--- config.mk ---
export PLATFORM = sky130hd
export DESIGN_NAME = lce_engine
export DESIGN_NICKNAME = d
export VERILOG_FILES = /design/src/core/lce_pkg.sv /design/src/core/lce_engine.sv /design/src/core/lce_sync.sv
export VERILOG_INCLUDE_DIRS = /design/src /design/src/core
export SDC_FILE = /design/constraint.sdc
export NUM_CORES = 1
export LEC_CHECK = 0
export ABC_AREA = 1
export CAP_MARGIN = 20
export CORE_UTILIZATION = 40
export CTS_CLUSTER_DIAMETER = 200
export CTS_CLUSTER_SIZE = 14
export DETAILED_ROUTE_END_ITERATION = 6
export DONT_BUFFER_PORTS = 1
export GPL_TIMING_DRIVEN = 0
export HOLD_SLACK_MARGIN = 0.02
export PLACE_DENSITY_LB_ADDON = 0.2
export SLEW_MARGIN = 0
export SYNTH_ARGS = -nofsm -noshare
export SYNTH_HDL_FRONTEND = slang
export SYNTH_SLANG_ARGS = --single-unit
--- constraint.sdc ---
create_clock -name clk_i -period 12.1 [get_ports clk_i]
set_input_delay 3.63 -clock clk_i [delete_from_list [all_inputs] [get_ports clk_i]]
set_output_delay 3.63 -clock clk_i [all_outputs]
set_load 0.03 [all_outputs]
--- src/core/lce_cfg.svh ---
// constants for the serial command engine of the segment lcd controller
// Function
// - reset pin low 12 clocks resets device
// - reset clears modes, blanks outputs, blocks input
// - shift serial_in msb first, eight bits per byte
// - select fall unblocks input, clears counter, pointer
// - eighth clock blocks, samples type, loads byte
// - select rise copies memory into latch
// - pause skips one latch update, keeps pointer
// - mux_sel picks four, static, three, two
// - bias_sel is only stored and read back in status, drives no output
// - frame_div_sel divides by 2^7,8,9,11
// - synchronized transfer waits for drive cycle
// - blink on with rate, blink off
// - display off blanks, on shows latch
// - decoder routes data bytes before memory
// - load pointer from pointer_imm
// - write, or, and display word, increment
// - write, or, and blink word, increment
// - clear commands zero memory and pointer
// - pointer wraps 31 to 0
// - blink off phase masks blinking bits
`ifndef LCE_CFG_SVH
`define LCE_CFG_SVH
// reset pin filter length in oscillator clocks
`define LCE_RST_MIN_CYC 4'hC
// fixed command codes
`define LCE_OP_DISP_OFF 8'h00
`define LCE_OP_DISP_ON 8'h11
`define LCE_OP_DEC_OFF 8'h14
`define LCE_OP_DEC_ON 8'h15
`define LCE_OP_BLINK_OFF 8'h18
`define LCE_OP_BLINK_ON 7'h0D
`define LCE_OP_CLR_DMEM 8'h20
`define LCE_OP_CLR_BMEM 8'h21
`define LCE_OP_UNSYNC 8'h30
`define LCE_OP_SYNC 8'h31
`define LCE_OP_PAUSE 8'h38
// grouped command codes, matched on their upper bits
`define LCE_OP_MODE 3'h2
`define LCE_OP_PTR 3'h7
`define LCE_OP_WR_DMEM 4'hD
`define LCE_OP_OR_DMEM 4'hB
`define LCE_OP_AND_DMEM 4'h9
`define LCE_OP_WR_BMEM 4'hC
`define LCE_OP_OR_BMEM 4'hA
`define LCE_OP_AND_BMEM 4'h8
// frame divider terminal counts
`define LCE_FDIV_TOP0 11'h07F
`define LCE_FDIV_TOP1 11'h0FF
`define LCE_FDIV_TOP2 11'h1FF
`define LCE_FDIV_TOP3 11'h7FF
// bus register byte offsets
`define LCE_REG_STATUS 4'h0
`define LCE_REG_PEEK_ADR 4'h4
`define LCE_REG_PEEK_DAT 4'h8
`endif

--- src/core/lce_pkg.sv ---
// types shared by the serial command engine
package lce_pkg;
	// serial front end sequencing
	typedef enum logic [1:0] {
		LCE_IDLE,
		LCE_SEL,
		LCE_SHIFT,
		LCE_EXEC
	} lce_state_t;
	// four bit memory word
	typedef logic [3:0] lce_word_t;
endpackage

--- src/core/lce_engine.sv ---
// serial command and data engine of a segment lcd controller
//
// Decided for this implementation: the address map and the Wishbone register port.
`timescale 1ns/1ps
`include "lce_cfg.svh"
module lce_engine (
	// clock (oscillator) and reset
	input wire logic clk_i,
	input wire logic rst_i,
	// serial host link pins
	input wire logic reset_n_i,
	input wire logic select_n_i,
	input wire logic shift_clock_n_i,
	input wire logic serial_in_i,
	input wire logic command_data_sel_i,
	output logic input_blocked_n_o,
	output logic input_blocked_oe_o,
	// lcd drive levels
	output logic [31:0] seg_out_o,
	output logic [3:0] common_out_o,
	// wishbone classic slave
	input wire logic wb_cyc_i,
	input wire logic wb_stb_i,
	input wire logic wb_we_i,
	input wire logic [3:0] wb_adr_i,
	input wire logic [3:0] wb_sel_i,
	input wire logic [31:0] wb_dat_i,
	output logic [31:0] wb_dat_o,
	output logic wb_ack_o
);
	// synchronised pins
	logic [4:0] pins_s;
	logic rst_pin_n_s;
	logic cs_n_s;
	logic sck_n_s;
	logic si_s;
	logic cd_s;
	logic sck_prev_q; // edge finder for the shift clock
	logic cs_prev_q; // edge finder for select
	logic [3:0] rst_cnt_q; // low-time counter for the reset pin
	logic init; // block reset, bus or pin

	// serial front end
	lce_pkg::lce_state_t state_q;
	logic [7:0] sr_q; // serial shift register
	logic [2:0] bit_cnt_q;
	logic cd_q; // byte type caught at the eighth edge
	logic [7:0] data_q; // byte being spread over memory words
	logic [3:0] steps_q; // memory words still to write
	logic busy_n_q;

	// settings
	logic [1:0] mux_sel_q;
	logic bias_sel_q;
	logic [1:0] frame_div_sel_q;
	logic blink_en_q;
	logic blink_rate_sel_q;
	logic disp_on_q;
	logic dec_en_q;

	// memories, pointer, latch
	lce_pkg::lce_word_t dmem_q [32];
	lce_pkg::lce_word_t bmem_q [32];
	lce_pkg::lce_word_t dlat_q [32];
	lce_pkg::lce_word_t blat_q [32];
	logic [4:0] ptr_q;
	logic sync_mode_q;
	logic pause_q; // next select rise skips the copy
	logic resume_q; // next select fall keeps the pointer
	logic pend_q; // copy waiting for the drive cycle

	// drive timing
	logic [10:0] div_cnt_q;
	logic [1:0] com_idx_q;
	logic [16:0] blink_cnt_q;

	// bus
	logic [4:0] peek_adr_q;

	// combinational helpers
	logic sck_rise;
	logic cs_rise;
	logic [7:0] sr_next;
	logic cmd_fire;
	logic data_step;
	logic [7:0] byte_v;
	logic [10:0] div_top;
	logic frame_tick;
	logic ac_tick;
	logic [1:0] com_last;
	logic [2:0] bits_per_word;
	logic [3:0] word_steps;
	logic [3:0] word_mask;
	logic blink_off;
	logic copy_now;
	logic bus_req;

	// seven-segment glyphs, a in bit 0 through g in bit 6
	function automatic logic [7:0] glyph(input logic [3:0] v);
		case (v)
			4'h0: glyph = 8'h3F;
			4'h1: glyph = 8'h06;
			4'h2: glyph = 8'h5B;
			4'h3: glyph = 8'h4F;
			4'h4: glyph = 8'h66;
			4'h5: glyph = 8'h6D;
			4'h6: glyph = 8'h7D;
			4'h7: glyph = 8'h07;
			4'h8: glyph = 8'h7F;
			4'h9: glyph = 8'h6F;
			4'hA: glyph = 8'h77;
			4'hB: glyph = 8'h7C;
			4'hC: glyph = 8'h39;
			4'hD: glyph = 8'h5E;
			4'hE: glyph = 8'h79;
			default: glyph = 8'h71;
		endcase
	endfunction

	// every pin crosses two flops before use
	lce_sync #(.W(5), .RV(5'h1F)) u_sync (
		.clk_i(clk_i),
		.rst_i(rst_i),
		.d_i({reset_n_i, select_n_i, shift_clock_n_i, serial_in_i, command_data_sel_i}),
		.q_o(pins_s)
	);
	assign {rst_pin_n_s, cs_n_s, sck_n_s, si_s, cd_s} = pins_s;

	// reset pin must stay low a full 12 clocks; glitches do nothing
	always_ff @(posedge clk_i)
	begin
		if (rst_i || rst_pin_n_s)
			rst_cnt_q <= 4'h0;
		else if (rst_cnt_q != `LCE_RST_MIN_CYC)
			rst_cnt_q <= rst_cnt_q + 4'h1;
	end
	assign init = rst_i || (rst_cnt_q == `LCE_RST_MIN_CYC);

	// edge history of the synchronised link pins
	always_ff @(posedge clk_i)
	begin
		if (init)
		begin
			sck_prev_q <= 1'b1;
			cs_prev_q <= 1'b1;
		end
		else
		begin
			sck_prev_q <= sck_n_s;
			cs_prev_q <= cs_n_s;
		end
	end
	assign sck_rise = sck_n_s && !sck_prev_q;
	assign cs_rise = cs_n_s && !cs_prev_q;
	assign sr_next = {sr_q[6:0], si_s};
	assign cmd_fire = (state_q == lce_pkg::LCE_EXEC) && cd_q;
	assign data_step = (state_q == lce_pkg::LCE_EXEC) && !cd_q;
	assign byte_v = sr_q;

	// word packing follows the number of commons
	always_comb
	begin
		case (mux_sel_q)
			2'b00: bits_per_word = 3'h4;
			2'b10: bits_per_word = 3'h3;
			2'b11: bits_per_word = 3'h2;
			default: bits_per_word = 3'h1;
		endcase
		case (mux_sel_q)
			2'b00: word_steps = 4'h2;
			2'b10: word_steps = 4'h3;
			2'b11: word_steps = 4'h4;
			default: word_steps = 4'h8;
		endcase
		case (mux_sel_q)
			2'b00: word_mask = 4'hF;
			2'b10: word_mask = 4'h7;
			2'b11: word_mask = 4'h3;
			default: word_mask = 4'h1;
		endcase
		com_last = 2'(bits_per_word - 3'h1);
	end

	// serial sequencer: select, shift, execute
	always_ff @(posedge clk_i)
	begin
		if (init)
		begin
			state_q <= lce_pkg::LCE_IDLE;
			busy_n_q <= 1'b0;
			sr_q <= 8'h00;
			bit_cnt_q <= 3'h0;
			cd_q <= 1'b0;
			data_q <= 8'h00;
			steps_q <= 4'h0;
		end
		else
		begin
			case (state_q)
				lce_pkg::LCE_IDLE:
				begin
					busy_n_q <= 1'b0;
					if (!cs_n_s)
						state_q <= lce_pkg::LCE_SEL;
				end
				lce_pkg::LCE_SEL:
				begin
					bit_cnt_q <= 3'h0;
					busy_n_q <= 1'b1;
					state_q <= lce_pkg::LCE_SHIFT;
				end
				lce_pkg::LCE_SHIFT:
				begin
					if (cs_n_s)
					begin
						busy_n_q <= 1'b0;
						state_q <= lce_pkg::LCE_IDLE;
					end
					else if (sck_rise)
					begin
						sr_q <= sr_next;
						bit_cnt_q <= bit_cnt_q + 3'h1;
						if (bit_cnt_q == 3'h7)
						begin
							busy_n_q <= 1'b0;
							cd_q <= cd_s;
							data_q <= dec_en_q ? glyph(sr_next[3:0]) : sr_next;
							steps_q <= word_steps;
							state_q <= lce_pkg::LCE_EXEC;
						end
					end
				end
				lce_pkg::LCE_EXEC:
				begin
					// commands take one cycle, data one cycle per word
					if (cd_q || steps_q == 4'h1)
					begin
						busy_n_q <= 1'b1;
						state_q <= lce_pkg::LCE_SHIFT;
					end
					steps_q <= steps_q - 4'h1;
					data_q <= data_q >> bits_per_word;
				end
				default:
					state_q <= lce_pkg::LCE_IDLE;
			endcase
		end
	end

	// mode, blink, display and decoder settings
	always_ff @(posedge clk_i)
	begin
		if (init)
		begin
			mux_sel_q <= 2'b00;
			bias_sel_q <= 1'b0;
			frame_div_sel_q <= 2'b00;
			blink_en_q <= 1'b0;
			blink_rate_sel_q <= 1'b0;
			disp_on_q <= 1'b0;
			dec_en_q <= 1'b0;
		end
		else if (cmd_fire)
		begin
			if (byte_v[7:5] == `LCE_OP_MODE)
			begin
				bias_sel_q <= byte_v[4];
				frame_div_sel_q <= byte_v[3:2];
				mux_sel_q <= byte_v[1:0];
			end
			if (byte_v[7:1] == `LCE_OP_BLINK_ON)
			begin
				blink_en_q <= 1'b1;
				blink_rate_sel_q <= byte_v[0];
			end
			if (byte_v == `LCE_OP_BLINK_OFF)
				blink_en_q <= 1'b0;
			if (byte_v == `LCE_OP_DISP_ON)
				disp_on_q <= 1'b1;
			if (byte_v == `LCE_OP_DISP_OFF)
				disp_on_q <= 1'b0;
			if (byte_v == `LCE_OP_DEC_ON)
				dec_en_q <= 1'b1;
			if (byte_v == `LCE_OP_DEC_OFF)
				dec_en_q <= 1'b0;
		end
	end

	// memories and the shared pointer; 5-bit arithmetic wraps 31 to 0
	always_ff @(posedge clk_i)
	begin
		if (init)
		begin
			ptr_q <= 5'h00;
			for (int i = 0; i < 32; i++)
			begin
				dmem_q[i] <= 4'h0;
				bmem_q[i] <= 4'h0;
			end
		end
		else if (state_q == lce_pkg::LCE_SEL)
		begin
			if (!resume_q)
				ptr_q <= 5'h00;
		end
		else if (data_step)
		begin
			dmem_q[ptr_q] <= data_q[3:0] & word_mask;
			ptr_q <= ptr_q + 5'h01;
		end
		else if (cmd_fire)
		begin
			// one opcode per byte, so the branches never overlap
			if (byte_v[7:5] == `LCE_OP_PTR)
				ptr_q <= byte_v[4:0];
			if (byte_v[7:4] == `LCE_OP_WR_DMEM)
				dmem_q[ptr_q] <= byte_v[3:0];
			if (byte_v[7:4] == `LCE_OP_OR_DMEM)
				dmem_q[ptr_q] <= dmem_q[ptr_q] | byte_v[3:0];
			if (byte_v[7:4] == `LCE_OP_AND_DMEM)
				dmem_q[ptr_q] <= dmem_q[ptr_q] & byte_v[3:0];
			if (byte_v[7:4] == `LCE_OP_WR_BMEM)
				bmem_q[ptr_q] <= byte_v[3:0];
			if (byte_v[7:4] == `LCE_OP_OR_BMEM)
				bmem_q[ptr_q] <= bmem_q[ptr_q] | byte_v[3:0];
			if (byte_v[7:4] == `LCE_OP_AND_BMEM)
				bmem_q[ptr_q] <= bmem_q[ptr_q] & byte_v[3:0];
			if (byte_v[7:4] >= `LCE_OP_AND_BMEM && byte_v[7:4] <= `LCE_OP_WR_DMEM)
				ptr_q <= ptr_q + 5'h01;
			if (byte_v == `LCE_OP_CLR_DMEM)
			begin
				ptr_q <= 5'h00;
				for (int i = 0; i < 32; i++)
					dmem_q[i] <= 4'h0;
			end
			if (byte_v == `LCE_OP_CLR_BMEM)
			begin
				ptr_q <= 5'h00;
				for (int i = 0; i < 32; i++)
					bmem_q[i] <= 4'h0;
			end
		end
	end

	// latch transfer: immediate, synchronised or paused
	assign copy_now = (cs_rise && !pause_q && !sync_mode_q) || (pend_q && ac_tick);
	always_ff @(posedge clk_i)
	begin
		if (init)
		begin
			sync_mode_q <= 1'b0;
			pause_q <= 1'b0;
			resume_q <= 1'b0;
			pend_q <= 1'b0;
			for (int i = 0; i < 32; i++)
			begin
				dlat_q[i] <= 4'h0;
				blat_q[i] <= 4'h0;
			end
		end
		else
		begin
			if (cmd_fire && byte_v == `LCE_OP_SYNC)
				sync_mode_q <= 1'b1;
			if (cmd_fire && byte_v == `LCE_OP_UNSYNC)
				sync_mode_q <= 1'b0;
			if (cs_rise)
			begin
				// a paused rise skips the copy once and arms pointer keep
				pause_q <= 1'b0;
				resume_q <= pause_q;
				if (!pause_q && sync_mode_q)
					pend_q <= 1'b1;
			end
			else if (cmd_fire && byte_v == `LCE_OP_PAUSE)
				pause_q <= 1'b1;
			if (state_q == lce_pkg::LCE_SEL)
				resume_q <= 1'b0;
			if (copy_now)
			begin
				if (!cs_rise)
					pend_q <= 1'b0;
				for (int i = 0; i < 32; i++)
				begin
					dlat_q[i] <= dmem_q[i];
					blat_q[i] <= bmem_q[i];
				end
			end
		end
	end

	// frame divider, common scan and blink period
	always_comb
	begin
		case (frame_div_sel_q)
			2'b00: div_top = `LCE_FDIV_TOP0;
			2'b01: div_top = `LCE_FDIV_TOP1;
			2'b10: div_top = `LCE_FDIV_TOP2;
			default: div_top = `LCE_FDIV_TOP3;
		endcase
	end
	assign frame_tick = (div_cnt_q >= div_top);
	assign ac_tick = frame_tick && (com_idx_q >= com_last);
	assign blink_off = blink_en_q && (blink_rate_sel_q ? blink_cnt_q[15] : blink_cnt_q[16]);
	always_ff @(posedge clk_i)
	begin
		if (init)
		begin
			div_cnt_q <= 11'h000;
			com_idx_q <= 2'h0;
			blink_cnt_q <= 17'h00000;
		end
		else
		begin
			blink_cnt_q <= blink_cnt_q + 17'h00001;
			div_cnt_q <= frame_tick ? 11'h000 : div_cnt_q + 11'h001;
			if (frame_tick)
				com_idx_q <= (com_idx_q >= com_last) ? 2'h0 : com_idx_q + 2'h1;
		end
	end

	// drive levels; blanked as all ones, the non-select relation
	always_ff @(posedge clk_i)
	begin
		if (init || !disp_on_q)
		begin
			seg_out_o <= 32'hFFFFFFFF;
			common_out_o <= 4'hF;
		end
		else
		begin
			common_out_o <= 4'h1 << com_idx_q;
			for (int i = 0; i < 32; i++)
				seg_out_o[i] <= dlat_q[i][com_idx_q] & !(blat_q[i][com_idx_q] && blink_off);
		end
	end

	// busy pin, driven only while selected
	always_ff @(posedge clk_i)
	begin
		if (init)
		begin
			input_blocked_n_o <= 1'b0;
			input_blocked_oe_o <= 1'b0;
		end
		else
		begin
			input_blocked_n_o <= busy_n_q;
			input_blocked_oe_o <= !cs_n_s;
		end
	end

	// wishbone slave: one wait state, unmapped reads give zero
	assign bus_req = wb_cyc_i && wb_stb_i && !wb_ack_o;
	always_ff @(posedge clk_i)
	begin
		if (init)
		begin
			wb_ack_o <= 1'b0;
			wb_dat_o <= 32'h00000000;
			peek_adr_q <= 5'h00;
		end
		else
		begin
			wb_ack_o <= bus_req;
			wb_dat_o <= 32'h00000000;
			if (wb_cyc_i && wb_stb_i && wb_ack_o && wb_we_i && wb_sel_i[0] && wb_adr_i == `LCE_REG_PEEK_ADR)
				peek_adr_q <= wb_dat_i[4:0]; // taken at the ack edge, while the master still holds it
			if (bus_req && !wb_we_i)
			begin
				case (wb_adr_i)
					`LCE_REG_STATUS:
						wb_dat_o <= {7'h00, ptr_q, 6'h00, resume_q, pend_q, pause_q,
							sync_mode_q, dec_en_q, disp_on_q, blink_rate_sel_q, blink_en_q,
							frame_div_sel_q, bias_sel_q, mux_sel_q, busy_n_q};
					`LCE_REG_PEEK_ADR:
						wb_dat_o <= {27'h0000000, peek_adr_q};
					`LCE_REG_PEEK_DAT:
						wb_dat_o <= {20'h00000, dlat_q[peek_adr_q], bmem_q[peek_adr_q], dmem_q[peek_adr_q]};
					default:
						wb_dat_o <= 32'h00000000;
				endcase
			end
		end
	end
endmodule // lce_engine

--- src/core/lce_sync.sv ---
// two flip-flop synchroniser for pins from outside the clock domain
`timescale 1ns/1ps
module lce_sync #(
	parameter int W = 1,
	parameter logic [W-1:0] RV = '0
) (
	// clock and reset
	input wire logic clk_i,
	input wire logic rst_i,
	// asynchronous levels in, synchronised levels out
	input wire logic [W-1:0] d_i,
	output logic [W-1:0] q_o
);
	logic [W-1:0] meta_q; // first stage, read only by the second

	// two stages; reset to the idle pin level
	always_ff @(posedge clk_i)
	begin
		if (rst_i)
		begin
			meta_q <= RV;
			q_o <= RV;
		end
		else
		begin
			meta_q <= d_i;
			q_o <= meta_q;
		end
	end
endmodule // lce_sync

==> summary.txt <==
RUN STATUS
--------------------------------------------------------------------------------
Status                                                                 completed

LOGIC SYNTHESIS
--------------------------------------------------------------------------------
Top cells by count, synth                                           1310 x nand2_1, 578 x nand3_1, 512 x edfxtp_1
Post-synth cell types                                                         55
Cell with the most instances after synthesis                             nand2_1
Mapped Area                                                          35280 sq um
Avg Inst Size Synth                                                  8.036 sq um
Dominant cell type by area after synthesis                              edfxtp_1
Leading cell types by total area after synthesis                    edfxtp_1 44%, nand2_1 14%, dfxtp_1 9.3%
Asr flop ratio synth                                                           0
EDFF count, synth                                                            512
Number of instances in the synthesized netlist                              4390
Share of the yosys chip area belonging to registers                       0.5289
Number of flip-flops and latches in the synthesized netlist                  676
Share of the synthesized area in the top cell type                        0.4358
Primary FF master, synth                                                edfxtp_1
Yosys warning total                                                            0

DIE
--------------------------------------------------------------------------------
Placeable core region                                                87020 sq um
Horiz. Die Dim                                                      299.0 microns
Row cnt                                                                      108
Die Outline Area                                                     89390 sq um
Number of top-level design ports                                             121
Floorplan die height                                                299.0 microns
Starting Density                                                          0.4054

ROUTING
--------------------------------------------------------------------------------
Total DRC errors in the routed layout                                          0
Routed Antenna Nets                                                            0
Detail-routed via count per cell                                           5.579
Post-Route WL                                                           144.6 mm
TritonRoute pass-1 iters                                                       6
Violation count after the first detailed-route iteration                    4532
Average wire per cell in the routed design                          25.53 microns
Total vias in the final route                                              31590

POWER
--------------------------------------------------------------------------------
Power Internal                                                        0.003503 W
Switch share                                                              0.2369
Total design power                                                    0.004591 W
Static leakage                                                          15.24 nW
Ratio of total power to cell area                                   119.3 nW/um^2
Fraction of power consumed by combinational cells                          0.049
Share of power burned in registers                                         0.577
Fraction of power consumed by the clock network                            0.374
Worst vdd rail ir drop                                                  110.5 uV
Power spent charging and discharging nets                             0.001088 W

CLOCK TREE
--------------------------------------------------------------------------------
CTS HTree Levels                                                               2
Clock root cell                                                        clkbuf_16
Clk Latency, worst-skew pair                                              650 ps
Clock Sink Count                                                             676
Post-CTS Setup Repair Bufs                                                     0
Reg clk slew, reported paths                                               70 ps
Clock tree from TritonCTS                                                    yes
Inserted Clock Buffers                                                        54
Number of hold buffers added after CTS                                         0
Number of gates resized after cts                                              0
Worst-case clock buffer depth                                                  3

FLOW RUN
--------------------------------------------------------------------------------
Number of max-cap violations                                                   0

TIMING
--------------------------------------------------------------------------------
Number of max-slew violations in the final report                              0
Final worst path period need                                             6139 ps
Skew final                                                              26.74 ps
Max Clock Freq                                                         162.9 MHz
Pin slew with the least headroom to its limit                            1236 ps
Setup tns final                                                             0 ps
Final hold violation count                                                     0
Unrepaired setup endpoints after global routing                            false
Setup violations, final                                                        0
Remaining max-slew budget at the tightest pin                             0.1758
Share of the clock period used by the worst path after layout             0.5073

SETUP PATH
--------------------------------------------------------------------------------
Critical-path cell with the highest stage delay                          nand3_4
Cell-by-cell trace of the critical path                             inv_1 -> nand2_2 -> inv_2 -> buf_2 -> clkbuf_1 -> nand3_4 -> buf_16 -> buf_16
Most frequent CP cell                                                     buf_16
Required @ worst endpoint                                               12450 ps
Critical Path Fanout Max                                                      67
Endpoint kind of the worst setup timing path                            register
Type of the worst setup path                                        primary input to register
Max stage delay on crit path                                              720 ps
Critical path arrival                                                    6490 ps
Kind of start point of the critical path                            primary input
Internal reg-to-reg setup slack                                          7090 ps

LAYOUT
--------------------------------------------------------------------------------
Ratio of cells with drive above 1 in the final layout                    0.05658
Layout net count                                                            4547
Combined area of the multi-input logic cells                         13810 sq um
Final design area excluding fillers                                  38470 sq um
Fill cell total of the finished layout                                      8863
Sequential cell area in the final layout                             18660 sq um
Area added between synthesis and finish                                   9.048%

GLOBAL ROUTING
--------------------------------------------------------------------------------
Gr usage total                                                            0.3181
Via count of the first global-routing pass                                 29270
Largest net degree at the start of global routing                             68
Global-route wire length before repair                                  203.4 mm
Number of antenna violations at the first check in global routing              2
Grt ovf                                                                        0

PLACED DESIGN
--------------------------------------------------------------------------------
Placed inst area                                                     36900 sq um
Estimated wirelength of the detail-placed design                        112.8 mm
Port-buffer cells                                                              0
GP Congestion                                                              1.035

MIN PATH
--------------------------------------------------------------------------------
Min-Delay Path Class                                                register to register

-- flip-flops by register name, indices dropped and copies added (netlist names), 2 cells and up, named ones only --
register,flops
bit_cnt_q,3
blat_q,128
blink_cnt_q,17
bmem_q,128
byte_v,8
com_idx_q,2
common_out_o,4
data_q,8
div_cnt_q,11
dlat_q,128
dmem_q,128
frame_div_sel_q,2
mux_sel_q,2
peek_adr_q,5
ptr_q,5
rst_cnt_q,4
seg_out_o,32
state_q,2
steps_q,4
u_sync.meta_q,5
u_sync.q_o,5
wb_dat_o,19
-- layout make-up --
cell class              count  area share
clock inverters             2   0.0005204
inverters                 377     0.03685
clock buffers              97     0.03988
diodes                      1  0.00006505
repair buffers              6    0.003448
flip-flops and latches    676      0.4850
multi-input cells        3045      0.3590
well taps                1155     0.03757
plain buffers             304     0.03763
-- critical path: cells and delay by family --
family / cells / cell delay [ps]
buffers and inverters: 6 / 1860
AND/OR/NAND/NOR: 2 / 880
-- kinds of logic after synthesis --
group | after synthesis | synth area share
simple gates | 2390 | 0.2844
buf+inv | 681 | 0.08122
flops | 676 | 0.5289
compound gates | 599 | 0.09115
fa+ha+maj | 33 | 0.01170
xor+xnor | 9 | 0.002235
other cells | 1 | 0.0001063
mux | 1 | 0.0002837
-- metrics by stage --
stage	hold slack (ps)	util	instances	setup slack, ps
after CTS	404.8	0.4419	5661	6003
after global placement	392.1	0.4226	5557	-181.3
after global routing	415.2	0.4420	5662	5897
after detailed placement	394.2	0.4240	5562	5359
after floorplan	389.5	-	4402	2729
final	402.4	0.4421	5663	5961
-- final timing paths --
kind	end	from	depth (start not counted)
worst min-delay path	u_sync.q_o[0]	u_sync.meta_q[0]	1
worst max-delay path	blat_q[0][103]	rst_i	8
worst min register to register	u_sync.q_o[0]	u_sync.meta_q[0]	1
worst max register to register	blat_q[0][103]	com_idx_q[0]	11
-- placed cells by master (no fill, tap or decap), types with 5 or more instances in the layout --
master / count
nand2_1: 1310
nor2_1: 410
xor2_1: 7
buf_1: 49
a21oi_1: 414
a31oi_1: 10
o21ai_1: 5
edfxtp_1: 512
buf_4: 27
nand2_4: 11
conb_1: 13
ha_1: 33
o21bai_1: 33
inv_2: 7
clkbuf_1: 177
o21ai_0: 102
nand4_1: 8
nand3_1: 577
a21oi_2: 7
clkbuf_16: 55
inv_1: 364
dfxtp_1: 164
nand3_2: 7
clkinv_1: 5
o211ai_1: 6
nand2_2: 15
or2_2: 13
buf_6: 13
buf_2: 80
nor3_1: 24
-- power by group through the flow --
stage	sequential (W)	combinational [W]	clock, W
finish	0.00265	0.000224	0.00172
global route	0.00266	0.000247	0.00180
CTS	0.00265	0.000220	0.00172
detailed placement	0.00270	0.000219	0
global placement	0.00271	0.000210	0
floorplan	0.00268	0.000152	0
-- routing by layer --
metal | vias up | global-route usage | wire (microns)
met1 | 14640 | 0.4040 | 55400
met3 | 415 | 0.07052 | 15290
met4 | 0 | 0.1902 | 10200
met5 | - | 0 | 0
met2 | 1964 | 0.4964 | 63670
li1 | 14570 | - | -
Power figures use the tool's default switching activity.
